$ cat config.mk
export PLATFORM = sky130hd
export DESIGN_NAME = reob_bank
export DESIGN_NICKNAME = d
export VERILOG_FILES = /design/src/core/reob_pkg.sv /design/src/core/reob_bank.sv /design/src/core/reob_sync.sv
export SDC_FILE = /design/constraint.sdc
export NUM_CORES = 1
export LEC_CHECK = 0
export ABC_AREA = 1
export BUFFER_PORTS_ARGS = -buffer_cell sky130_fd_sc_hd__buf_4
export CAP_MARGIN = 20
export CELL_PAD_IN_SITES_DETAIL_PLACEMENT = 1
export CELL_PAD_IN_SITES_GLOBAL_PLACEMENT = 2
export CORE_UTILIZATION = 27
export DETAILED_ROUTE_END_ITERATION = 8
export GPL_ROUTABILITY_DRIVEN = 1
export GPL_TIMING_DRIVEN = 0
export PLACE_DENSITY = 0.81
export SLEW_MARGIN = 5
export SYNTH_ARGS = -nofsm -noshare
export SYNTH_HDL_FRONTEND = slang
export SYNTH_HIERARCHICAL = 1
export SYNTH_SLANG_ARGS = --single-unit
$ cat constraint.sdc
create_clock -name i_core_clk -period 1.1 [get_ports i_core_clk]
set_input_delay 0 -clock i_core_clk [delete_from_list [all_inputs] [get_ports i_core_clk]]
set_output_delay 0 -clock i_core_clk [all_outputs]
set_load 0.005 [all_outputs]
$ cat src/core/reob_pkg.sv
package reob_pkg;
	localparam int unsigned   ADDR_W        = 8;
	localparam int unsigned   DATA_W        = 8;
	localparam int unsigned   NUM_PINS      = 6;
	localparam int unsigned   PIN_IDX_W     = 3;
	localparam int unsigned   NUM_RAILS     = 10;
	localparam int unsigned   NUM_OVR       = 8;

	// register addresses
	localparam logic [7:0]    ADDR_FORCE_ON = 8'ha0;
	localparam logic [7:0]    ADDR_FORCE_OFF = 8'h9f;
	localparam logic [7:0]    ADDR_FORCE_OFF2 = 8'h9e;

	// reset values
	localparam logic [7:0]    RST_FORCE_ON  = 8'h00;
	localparam logic [7:0]    RST_FORCE_OFF = 8'h70;
	localparam logic [7:0]    RST_FORCE_OFF2 = 8'hbf;

	// writable masks, unimplemented bits read zero
	localparam logic [7:0]    MASK_FORCE_OFF = 8'h7f;
	localparam logic [7:0]    MASK_FORCE_OFF2 = 8'hbf;
	localparam logic [7:0]    RDATA_NONE    = 8'h00;

	// force-off register field positions
	localparam int unsigned   BIT_LOAD_SWITCH_B_ONE_OFF  = 6;
	localparam int unsigned   BIT_LOAD_SWITCH_A_ONE_OFF  = 5;
	localparam int unsigned   BIT_TERM_OFF  = 4;
	// second force-off register field positions
	localparam int unsigned   BIT_LINA2_OFF = 7;

	// rail indices on the enable vector
	localparam int unsigned   RAIL_LOAD_SWITCH_A_ONE     = 6;
	localparam int unsigned   RAIL_LINA2    = 7;
	localparam int unsigned   RAIL_TERM     = 8;
	localparam int unsigned   RAIL_LOAD_SWITCH_B_ONE     = 9;
	localparam int unsigned   NUM_STEPDOWN  = 6;
endpackage : reob_pkg

$ cat src/core/reob_bank.sv
`timescale 1ns/1ps
module reob_bank (
	// clock and reset
	input  wire logic                                  i_core_clk,
	input  wire logic                                  i_rst_n,
	// register access from the serial management port
	input  wire logic [reob_pkg::ADDR_W-1:0]           i_reg_addr,
	input  wire logic [reob_pkg::DATA_W-1:0]           i_reg_wdata,
	input  wire logic                                  i_reg_wr,
	input  wire logic                                  i_reg_rd,
	output logic      [reob_pkg::DATA_W-1:0]           o_reg_rdata,
	// control input pins, asynchronous
	input  wire logic [reob_pkg::NUM_PINS-1:0]         i_ctl_pin,
	// internal power-good sequencing requests, one per rail
	input  wire logic [reob_pkg::NUM_RAILS-1:0]        i_pg_req,
	// per-rail source: 1 selects a pin, 0 the power-good request
	input  wire logic [reob_pkg::NUM_RAILS-1:0]        i_src_is_pin,
	input  wire logic [reob_pkg::NUM_RAILS*reob_pkg::PIN_IDX_W-1:0] i_src_pin_idx,
	// rail enables
	output logic      [reob_pkg::NUM_STEPDOWN-1:0]     o_stepdown_en,
	output logic                                       o_switch_a1_en,
	output logic                                       o_linreg_a2_en,
	output logic                                       o_term_ldo_en,
	output logic                                       o_switch_b1_en
);
	////////////////////////////////////////////////////////////////////////
	// registers
	logic [7:0]                       force_on_q;
	logic [7:0]                       force_on_d;
	logic [7:0]                       force_off_q;
	logic [7:0]                       force_off_d;
	logic [7:0]                       force_off2_q;
	logic [7:0]                       force_off2_d;
	logic [reob_pkg::DATA_W-1:0]      rdata_q;
	logic [reob_pkg::DATA_W-1:0]      rdata_d;
	logic [reob_pkg::NUM_RAILS-1:0]   rail_en_q;
	logic [reob_pkg::NUM_RAILS-1:0]   rail_en_d;
	logic [reob_pkg::NUM_PINS-1:0]    pin_sync;
	logic [reob_pkg::NUM_RAILS-1:0]   rail_req;
	logic [reob_pkg::NUM_RAILS-1:0]   rail_on;
	logic [reob_pkg::NUM_RAILS-1:0]   rail_off_n;

	always_comb begin
		force_on_d   = force_on_q;
		force_off_d  = force_off_q;
		force_off2_d = force_off2_q;
		rdata_d      = rdata_q;
		if (i_reg_wr) begin
			case (i_reg_addr)
				reob_pkg::ADDR_FORCE_ON: begin
					force_on_d = i_reg_wdata;
				end
				reob_pkg::ADDR_FORCE_OFF: begin
					force_off_d = i_reg_wdata & reob_pkg::MASK_FORCE_OFF;
				end
				reob_pkg::ADDR_FORCE_OFF2: begin
					force_off2_d = i_reg_wdata & reob_pkg::MASK_FORCE_OFF2;
				end
				default: begin
					force_on_d = force_on_q;
				end
			endcase
		end
		if (i_reg_rd) begin
			case (i_reg_addr)
				reob_pkg::ADDR_FORCE_ON:   rdata_d = force_on_q;
				reob_pkg::ADDR_FORCE_OFF:  rdata_d = force_off_q;
				reob_pkg::ADDR_FORCE_OFF2: rdata_d = force_off2_q;
				default:                   rdata_d = reob_pkg::RDATA_NONE;
			endcase
		end
	end

	always_ff @(posedge i_core_clk or negedge i_rst_n) begin
		if (!i_rst_n) begin
			force_on_q   <= reob_pkg::RST_FORCE_ON;
			force_off_q  <= reob_pkg::RST_FORCE_OFF;
			force_off2_q <= reob_pkg::RST_FORCE_OFF2;
			rdata_q      <= reob_pkg::RDATA_NONE;
		end else begin
			force_on_q   <= force_on_d;
			force_off_q  <= force_off_d;
			force_off2_q <= force_off2_d;
			rdata_q      <= rdata_d;
		end
	end

	////////////////////////////////////////////////////////////////////////
	// pin synchronisers
	reob_sync #(
		.WIDTH(reob_pkg::NUM_PINS)
	) u_pin_sync (
		.i_core_clk(i_core_clk),
		.i_rst_n   (i_rst_n),
		.i_async   (i_ctl_pin),
		.o_sync    (pin_sync)
	);

	////////////////////////////////////////////////////////////////////////
	// force-on and force-off vectors by rail
	always_comb begin
		rail_on = '0;
		rail_on[reob_pkg::NUM_OVR-1:0] = force_on_q;
		rail_off_n = '0;
		rail_off_n[reob_pkg::NUM_STEPDOWN-1:0] =
			force_off2_q[reob_pkg::NUM_STEPDOWN-1:0];
		rail_off_n[reob_pkg::RAIL_LOAD_SWITCH_A_ONE]  = force_off_q[reob_pkg::BIT_LOAD_SWITCH_A_ONE_OFF];
		rail_off_n[reob_pkg::RAIL_LINA2] = force_off2_q[reob_pkg::BIT_LINA2_OFF];
		rail_off_n[reob_pkg::RAIL_TERM]  = force_off_q[reob_pkg::BIT_TERM_OFF];
		rail_off_n[reob_pkg::RAIL_LOAD_SWITCH_B_ONE]  = force_off_q[reob_pkg::BIT_LOAD_SWITCH_B_ONE_OFF];
	end

	////////////////////////////////////////////////////////////////////////
	// per-rail request select and enable resolve
	for (genvar r = 0; r < reob_pkg::NUM_RAILS; r++) begin : g_rail
		logic [reob_pkg::PIN_IDX_W-1:0] idx;
		logic                           pin_lvl;
		assign idx     = i_src_pin_idx[r*reob_pkg::PIN_IDX_W +: reob_pkg::PIN_IDX_W];
		// out-of-range pin index reads as no request
		assign pin_lvl = (idx < reob_pkg::PIN_IDX_W'(reob_pkg::NUM_PINS)) ?
			pin_sync[idx] : 1'b0;
		assign rail_req[r] = i_src_is_pin[r] ? pin_lvl : i_pg_req[r];
		// force-off dominates force-on and request
		assign rail_en_d[r] = rail_off_n[r] & (rail_on[r] | rail_req[r]);
	end

	always_ff @(posedge i_core_clk or negedge i_rst_n) begin
		if (!i_rst_n) begin
			rail_en_q <= '0;
		end else begin
			rail_en_q <= rail_en_d;
		end
	end

	////////////////////////////////////////////////////////////////////////
	// outputs
	assign o_reg_rdata    = rdata_q;
	assign o_stepdown_en  = rail_en_q[reob_pkg::NUM_STEPDOWN-1:0];
	assign o_switch_a1_en = rail_en_q[reob_pkg::RAIL_LOAD_SWITCH_A_ONE];
	assign o_linreg_a2_en = rail_en_q[reob_pkg::RAIL_LINA2];
	assign o_term_ldo_en  = rail_en_q[reob_pkg::RAIL_TERM];
	assign o_switch_b1_en = rail_en_q[reob_pkg::RAIL_LOAD_SWITCH_B_ONE];
endmodule : reob_bank

$ cat src/core/reob_sync.sv
`timescale 1ns/1ps
module reob_sync #(
	parameter int unsigned WIDTH = 1
) (
	// clock and reset
	input  wire logic             i_core_clk,
	input  wire logic             i_rst_n,
	// asynchronous in, synchronous out
	input  wire logic [WIDTH-1:0] i_async,
	output logic      [WIDTH-1:0] o_sync
);
	logic [WIDTH-1:0] meta_q;
	logic [WIDTH-1:0] sync_q;

	always_ff @(posedge i_core_clk or negedge i_rst_n) begin
		if (!i_rst_n) begin
			meta_q <= '0;
			sync_q <= '0;
		end else begin
			meta_q <= i_async;
			sync_q <= meta_q;
		end
	end

	assign o_sync = sync_q;
endmodule : reob_sync

==> results of run 1 <==
==> logic make-up (layout without fill, tap and decap cells) <==
logic type,after synthesis,in the layout,share of synthesized area (%)
DFF,52,52,45.8
and+or+nand+nor,237,237,36.2
buffers and inverters,68,206,10.3
AOI/OAI and AO/OA,42,42,7.72
==> report_power, final <==
| part | switching (mW) | internal (mW) | leakage (nW) |
|---|---|---|---|
| sequential | 0.0625 | 2.05 | 0.641 |
| clock | 0.660 | 0.910 | 0.0654 |
| combinational | 0.498 | 0.492 | 1.66 |
| total | 1.22 | 3.45 | 2.37 |
==> metrics by stage <==
step                      TNS [ns]  utilization, %  total power [mW]  setup slack (ns)  hold WS, ns
after floorplan                  0               -              2.46             0.115       -0.296
after global placement       -2.28            36.0              2.89            -0.178       0.0831
after detailed placement     -2.88            36.0              2.92            -0.258       0.0889
after CTS                   -0.161            41.3              4.62           -0.0272      0.00367
after global routing        -0.793            43.0              4.88            -0.104       0.0240
final                       -0.159            43.0              4.67           -0.0571      0.00442
==> path summary, 6_finish.rpt <==
kind,startpoint,to,slack [ns],cells past startpoint
max,u_pin_sync/o_sync[5],rail_en_q[8],-0.06,6
min,i_pg_req[4],rail_en_q[4],0.004,3
max reg2reg,u_pin_sync/o_sync[5],rail_en_q[8],-0.06,6
min reg2reg,u_pin_sync/meta_q[2],u_pin_sync/o_sync[2],0.36,0
max in group asynchronous,i_rst_n,u_pin_sync/o_sync[5],0.37,2
min in group asynchronous,i_rst_n,u_pin_sync/o_sync[2],0.25,2
==> metal layers <==
metal / share of wire, % / up-vias
met2: 53 / 60
met5: 0 / -
met3: 2.8 / 5
met1: 44 / 1506
li1: - / 1520
met4: 0.76 / 0
==> timing repair <==
item	in CTS	in global routing
endpoints found under the hold margin	88	0
pin swaps	1	17
endpoints found under the setup margin	10	10
hold buffers	36	0
gates cloned	2	0
setup buffers	0	1
resized for setup	15	41
==> placed cells by master, fill, tap and decap left out, types with 3 or more instances in the layout <==
| cell | instances |
|---|---|
| dfstp_2 | 10 |
| nand3_2 | 7 |
| a21oi_1 | 10 |
| a21oi_2 | 18 |
| nand2_2 | 12 |
| o21ai_2 | 3 |
| buf_6 | 5 |
| buf_4 | 95 |
| nand2_4 | 4 |
| o21ai_0 | 11 |
| dlygate4sd3_1 | 36 |
| inv_1 | 56 |
| nor2_4 | 6 |
| clkbuf_8 | 5 |
| nand3_1 | 56 |
| nand2_1 | 147 |
| dfrtp_1 | 40 |
==> cell type report <==
cell class | count | area share [%]
buffer | 10 | 2.06
timing repair inverter | 2 | 0.395
clock buffer | 6 | 1.64
multi-input combinational | 279 | 32.0
clock inverter | 2 | 1.35
timing repair buffer | 128 | 24.0
inverter | 58 | 5.13
sequential | 52 | 29.7
tap | 136 | 3.83
==> flip-flops by register name (all words and copies together), names as in the netlist <==
register           cells
force_off_q            7
o_reg_rdata            8
force_on_q             8
force_off2_q           7
u_pin_sync/meta_q      6
u_pin_sync/o_sync      6
rail_en_q             10
==> tightest hold or removal path, delay by kind of cell <==
kind                   cells  cell delay (ns)
AOI/OAI and AO/OA          2             0.19
buffers and inverters      1             0.08
==> metrics.csv, run 1 <==
metric,value,unit
TritonCTS clock tree,yes,
ANT cells,0,
dpl hpwl,6970,um
Final setup viols,5,
top post-synthesis cells by count,"nand2_1, nand3_1, inv_1, dfrtp_1, a21oi_1",
Initial Util,27.8,%
clock skew,0.00978,ns
CTS HTree Levels,2,
power per cell area,1050,nW/um2
Setup crit end kind,flip-flop,
CP Buf/Inv Count,1,
synth top area cells,"dfrtp_1, nand2_1, nand3_1, dfstp_2, inv_1",
fmax,864,MHz
M1 GR Usage,22.4,%
Port Buffers,91,
Fin. Hold Viols,0,
Worst Hold Class,in -> reg,
Critical Path RT,1.34,ns
fin. max-slew vios,0,
final net count,612,
Placer Congestion,0.752,
fraction of layout cells with a size suffix above 1,33.0,%
leakage power,2.37,nW
CP Data Arrival Time,1.40,ns
Routed Antenna Nets,0,
"Area growth, synth to finish",54.8,%
Crit Path Class,reg -> reg,
Syn Inst Count,399,
initial antenna violation count,0,
vias in the first global route,3354,
slowest library cell on the worst path,dfrtp_2,
post-synth cell types,17,
fraction of registers with async set/reset,100,%
VDD IR max,0.525,mV
CP top delay family,flip-flops,
met3 usage,2.00,%
WL final,9880,um
GRT busiest layer,met2,
yosys warns,6,
top-count cell post-synth,nand2_1,
"Max FO, Critical Path",5,
Worst-path clk slew,0.10,ns
worst-margin pin slew,0.678,ns
Layout Cells excl Fill,673,
vias,3091,
DR vias/cell,4.59,
Synth top area share,36.6,%
Placed Cells,626,
"area leader, netlist",dfrtp_1,
area taken by multi-input logic gates,1420,um2
total track usage,18.3,%
critical path cell sequence,clkinv_4 -> nand2_1 -> nand3_1 -> a21oi_2 -> nand2_1 -> a21oi_2,
DR WL/cell,14.7,um
drt drc,0,
ys flop type,dfrtp_1,
Max Cap Viol,0,
first-pass GRT wire length,15800,um
relative slew slack,54.8,%
"Seq/Total Area, Yosys",45.8,%
"FF+latch count, synth",52,
I/O pins,94,
full die area,11000,um2
failing checks,setup timing,
Die H,105,um
CTS Buf Count,5,
Seq. cell area,1320,um2
# rows,37,
Iteration-0 DRC Markers,108,
"slowest stage delay, CP",0.43,ns
placed cell areas,3720,um2
Root Buffer,clkbuf_8,
worst skew pair latency,0.31,ns
Core Footprint,10300,um2
CP startpoint kind,flip-flop,
Tmin final,1.16,ns
Mapped Avg Cell Area,7.19,um2
largest net degree at the start of global routing,53,
total congestion overflow,0,
Post-synth EDFFs,0,
1st-pass router iterations,4,
# fillers,1277,
Mapped Area,2870,um2
Synth Net Count,475,
RSZ-0062 raised after global routing,true,
grt met2 use,33.8,%
Setup WS post-layout,-0.0571,ns
Die X,105,um
post-route cell area,4440,um2
clock buffer depth,2,
clock sink total,52,
status,"finished, violations left",
fin crit share,105,%
(Power assumes the default switching activity.)
==> run 2: changes to the inputs <==
--- a/config.mk
+++ b/config.mk
@@ -10,6 +10,7 @@
 export CAP_MARGIN = 20
 export CELL_PAD_IN_SITES_DETAIL_PLACEMENT = 1
 export CELL_PAD_IN_SITES_GLOBAL_PLACEMENT = 2
+export CORE_ASPECT_RATIO = 0.9
 export CORE_UTILIZATION = 27
 export DETAILED_ROUTE_END_ITERATION = 8
 export GPL_ROUTABILITY_DRIVEN = 1
==> metrics.csv, run 2 (synthesized netlist as in run 1, its figures left out) <==
metric,value,unit
status,"finished, violations left",
failing checks,setup timing,
CP Data Arrival Time,1.34,ns
fmax,898,MHz
relative slew slack,54.0,%
Top reg by flops,rail_en_q,
fraction of layout cells with a size suffix above 1,30.8,%
I/O pins,94,
full die area,11000,um2
CTS Buf Count,5,
Port Buffers,91,
Crit Path Class,reg -> reg,
placed cell areas,3710,um2
critical path cell sequence,buf_12 -> inv_8 -> nand2_2 -> nand3_2 -> a21oi_2 -> nand2_1 -> a21oi_2,
# rows,35,
drt drc,0,
"commonest cells after routing, fill and taps aside","nand2_1, buf_4, nand3_1",
# fillers,1276,
DR WL/cell,14.7,um
Critical Path RT,1.32,ns
"slowest stage delay, CP",0.42,ns
"Max FO, Critical Path",5,
Layout Cells excl Fill,659,
Iteration-0 DRC Markers,145,
ANT cells,0,
post-route cell area,4310,um2
total power,4.70,mW
Largest register FFs,10,
Worst Hold Class,in -> reg,
largest net degree at the start of global routing,53,
DR vias/cell,4.59,
1st-pass router iterations,4,
Max Cap Viol,0,
clock sink total,52,
total track usage,17.4,%
final net count,605,
Fin. Hold Viols,0,
Setup crit end kind,flip-flop,
Placer Congestion,0.775,
Die H,99.8,um
WL final,9660,um
TritonCTS clock tree,yes,
dpl hpwl,6990,um
CP top delay family,flip-flops,
Tmin final,1.11,ns
Final setup viols,3,
worst skew pair latency,0.29,ns
vias in the first global route,3104,
Hold Slack,0.000138,ns
power per cell area,1090,nW/um2
clock buffer depth,2,
Die X,111,um
vias,3024,
clock skew,0.00470,ns
CP startpoint kind,flip-flop,
leakage power,2.33,nW
Setup WS post-layout,-0.0141,ns
Core Footprint,10300,um2
Placed Cells,619,
Routed Antenna Nets,0,
CP Buf/Inv Count,2,
VDD IR max,0.726,mV
"most common cell after layout, fill and taps aside",nand2_1,
most frequent CP cell,a21oi_2,
fin crit share,101,%
"Area growth, synth to finish",50.3,%
CTS HTree Levels,2,
slowest library cell on the worst path,dfrtp_2,
RSZ-0062 raised after global routing,true,
Root Buffer,clkbuf_16,
initial antenna violation count,0,
total congestion overflow,0,
fin. max-slew vios,0,
Worst-path clk slew,0.07,ns
Initial Util,27.9,%
worst-margin pin slew,0.690,ns
first-pass GRT wire length,15100,um
dpl ws,-0.256,ns
## run 2: changes by cell type in the layout (fill, tap and decap cells not counted), moves of 3 or more
cell           previous run  this run
dlygate4sd3_1            36        27
a21oi_1                  10        17
a21oi_2                  18        11
clkbuf_16                 0         5
nand2_1                 147       152
nand3_1                  56        61
clkbuf_8                  5         1
nand2_4                   4         0
nand3_2                   7         3
buf_6                     5         8
## run 2: layout make-up
cell class | count | area [um2] | share of cell area (%)
Sequential cell | 52 | 1320 | 30.5
Timing Repair Buffer | 121 | 1000 | 23.2
Buffer | 10 | 103 | 2.38
Clock inverter | 2 | 17.5 | 0.406
Inverter | 58 | 228 | 5.28
Timing Repair inverter | 2 | 17.5 | 0.406
Clock buffer | 6 | 139 | 3.22
Multi-Input combinational cell | 279 | 1330 | 30.8
Tap cell | 129 | 161 | 3.74
## run 2: repair_timing
item                                    in CTS  in global routing
gates resized for setup                      9                 30
endpoints found under the setup margin      10                 10
cloned                                       0                  3
hold buffers                                27                  0
buffers inserted                             0                  2
pin swaps                                    0                  8
endpoints found under the hold margin       85                  0
## run 2: stage by stage
| stage | util, % | TNS [ns] |
|---|---|---|
| 2_1_floorplan | - | 0 |
| 3_3_place_gp | 36.1 | -2.38 |
| 3_5_place_dp | 36.1 | -2.75 |
| 4_1_cts | 40.4 | 0 |
| 5_1_grt | 41.9 | -0.541 |
| 6_report | 41.9 | -0.0281 |
## run 2: per-layer routing
metal	share of wire, %	vias up	GRT usage, %
met1	44	1429	21.4
li1	-	1512	-
met4	0.49	0	4.00
met2	51	79	31.9
met3	4.6	4	2.96
met5	0	-	0
## run 2: power by group
part	leakage [nW]	internal, mW	total (mW)	switching, mW
combinational	1.61	0.468	0.934	0.465
sequential	0.641	2.05	2.11	0.0626
clock	0.0779	0.924	1.66	0.733
## run 2: worst register-to-register path, cell delays in order (launching register included)
cell and delay (ns):
dfrtp_2 0.42, buf_12 0.13, inv_8 0.04, nand2_2 0.05, nand3_2 0.07, a21oi_2 0.13, nand2_1 0.07, a21oi_2 0.13
## run 2: worst paths after layout
check	startpoint	endpoint	slack [ns]	depth (start not counted)
worst max-delay path	u_pin_sync/o_sync[5]	rail_en_q[3]	-0.01	7
worst min-delay path	i_src_pin_idx[20]	rail_en_q[6]	0.0001	4
worst max register to register	u_pin_sync/o_sync[5]	rail_en_q[3]	-0.01	7
worst min register to register	u_pin_sync/meta_q[4]	u_pin_sync/o_sync[4]	0.35	0
max in group asynchronous	i_rst_n	u_pin_sync/o_sync[4]	0.30	2
min in group asynchronous	i_rst_n	rail_en_q[5]	0.30	2
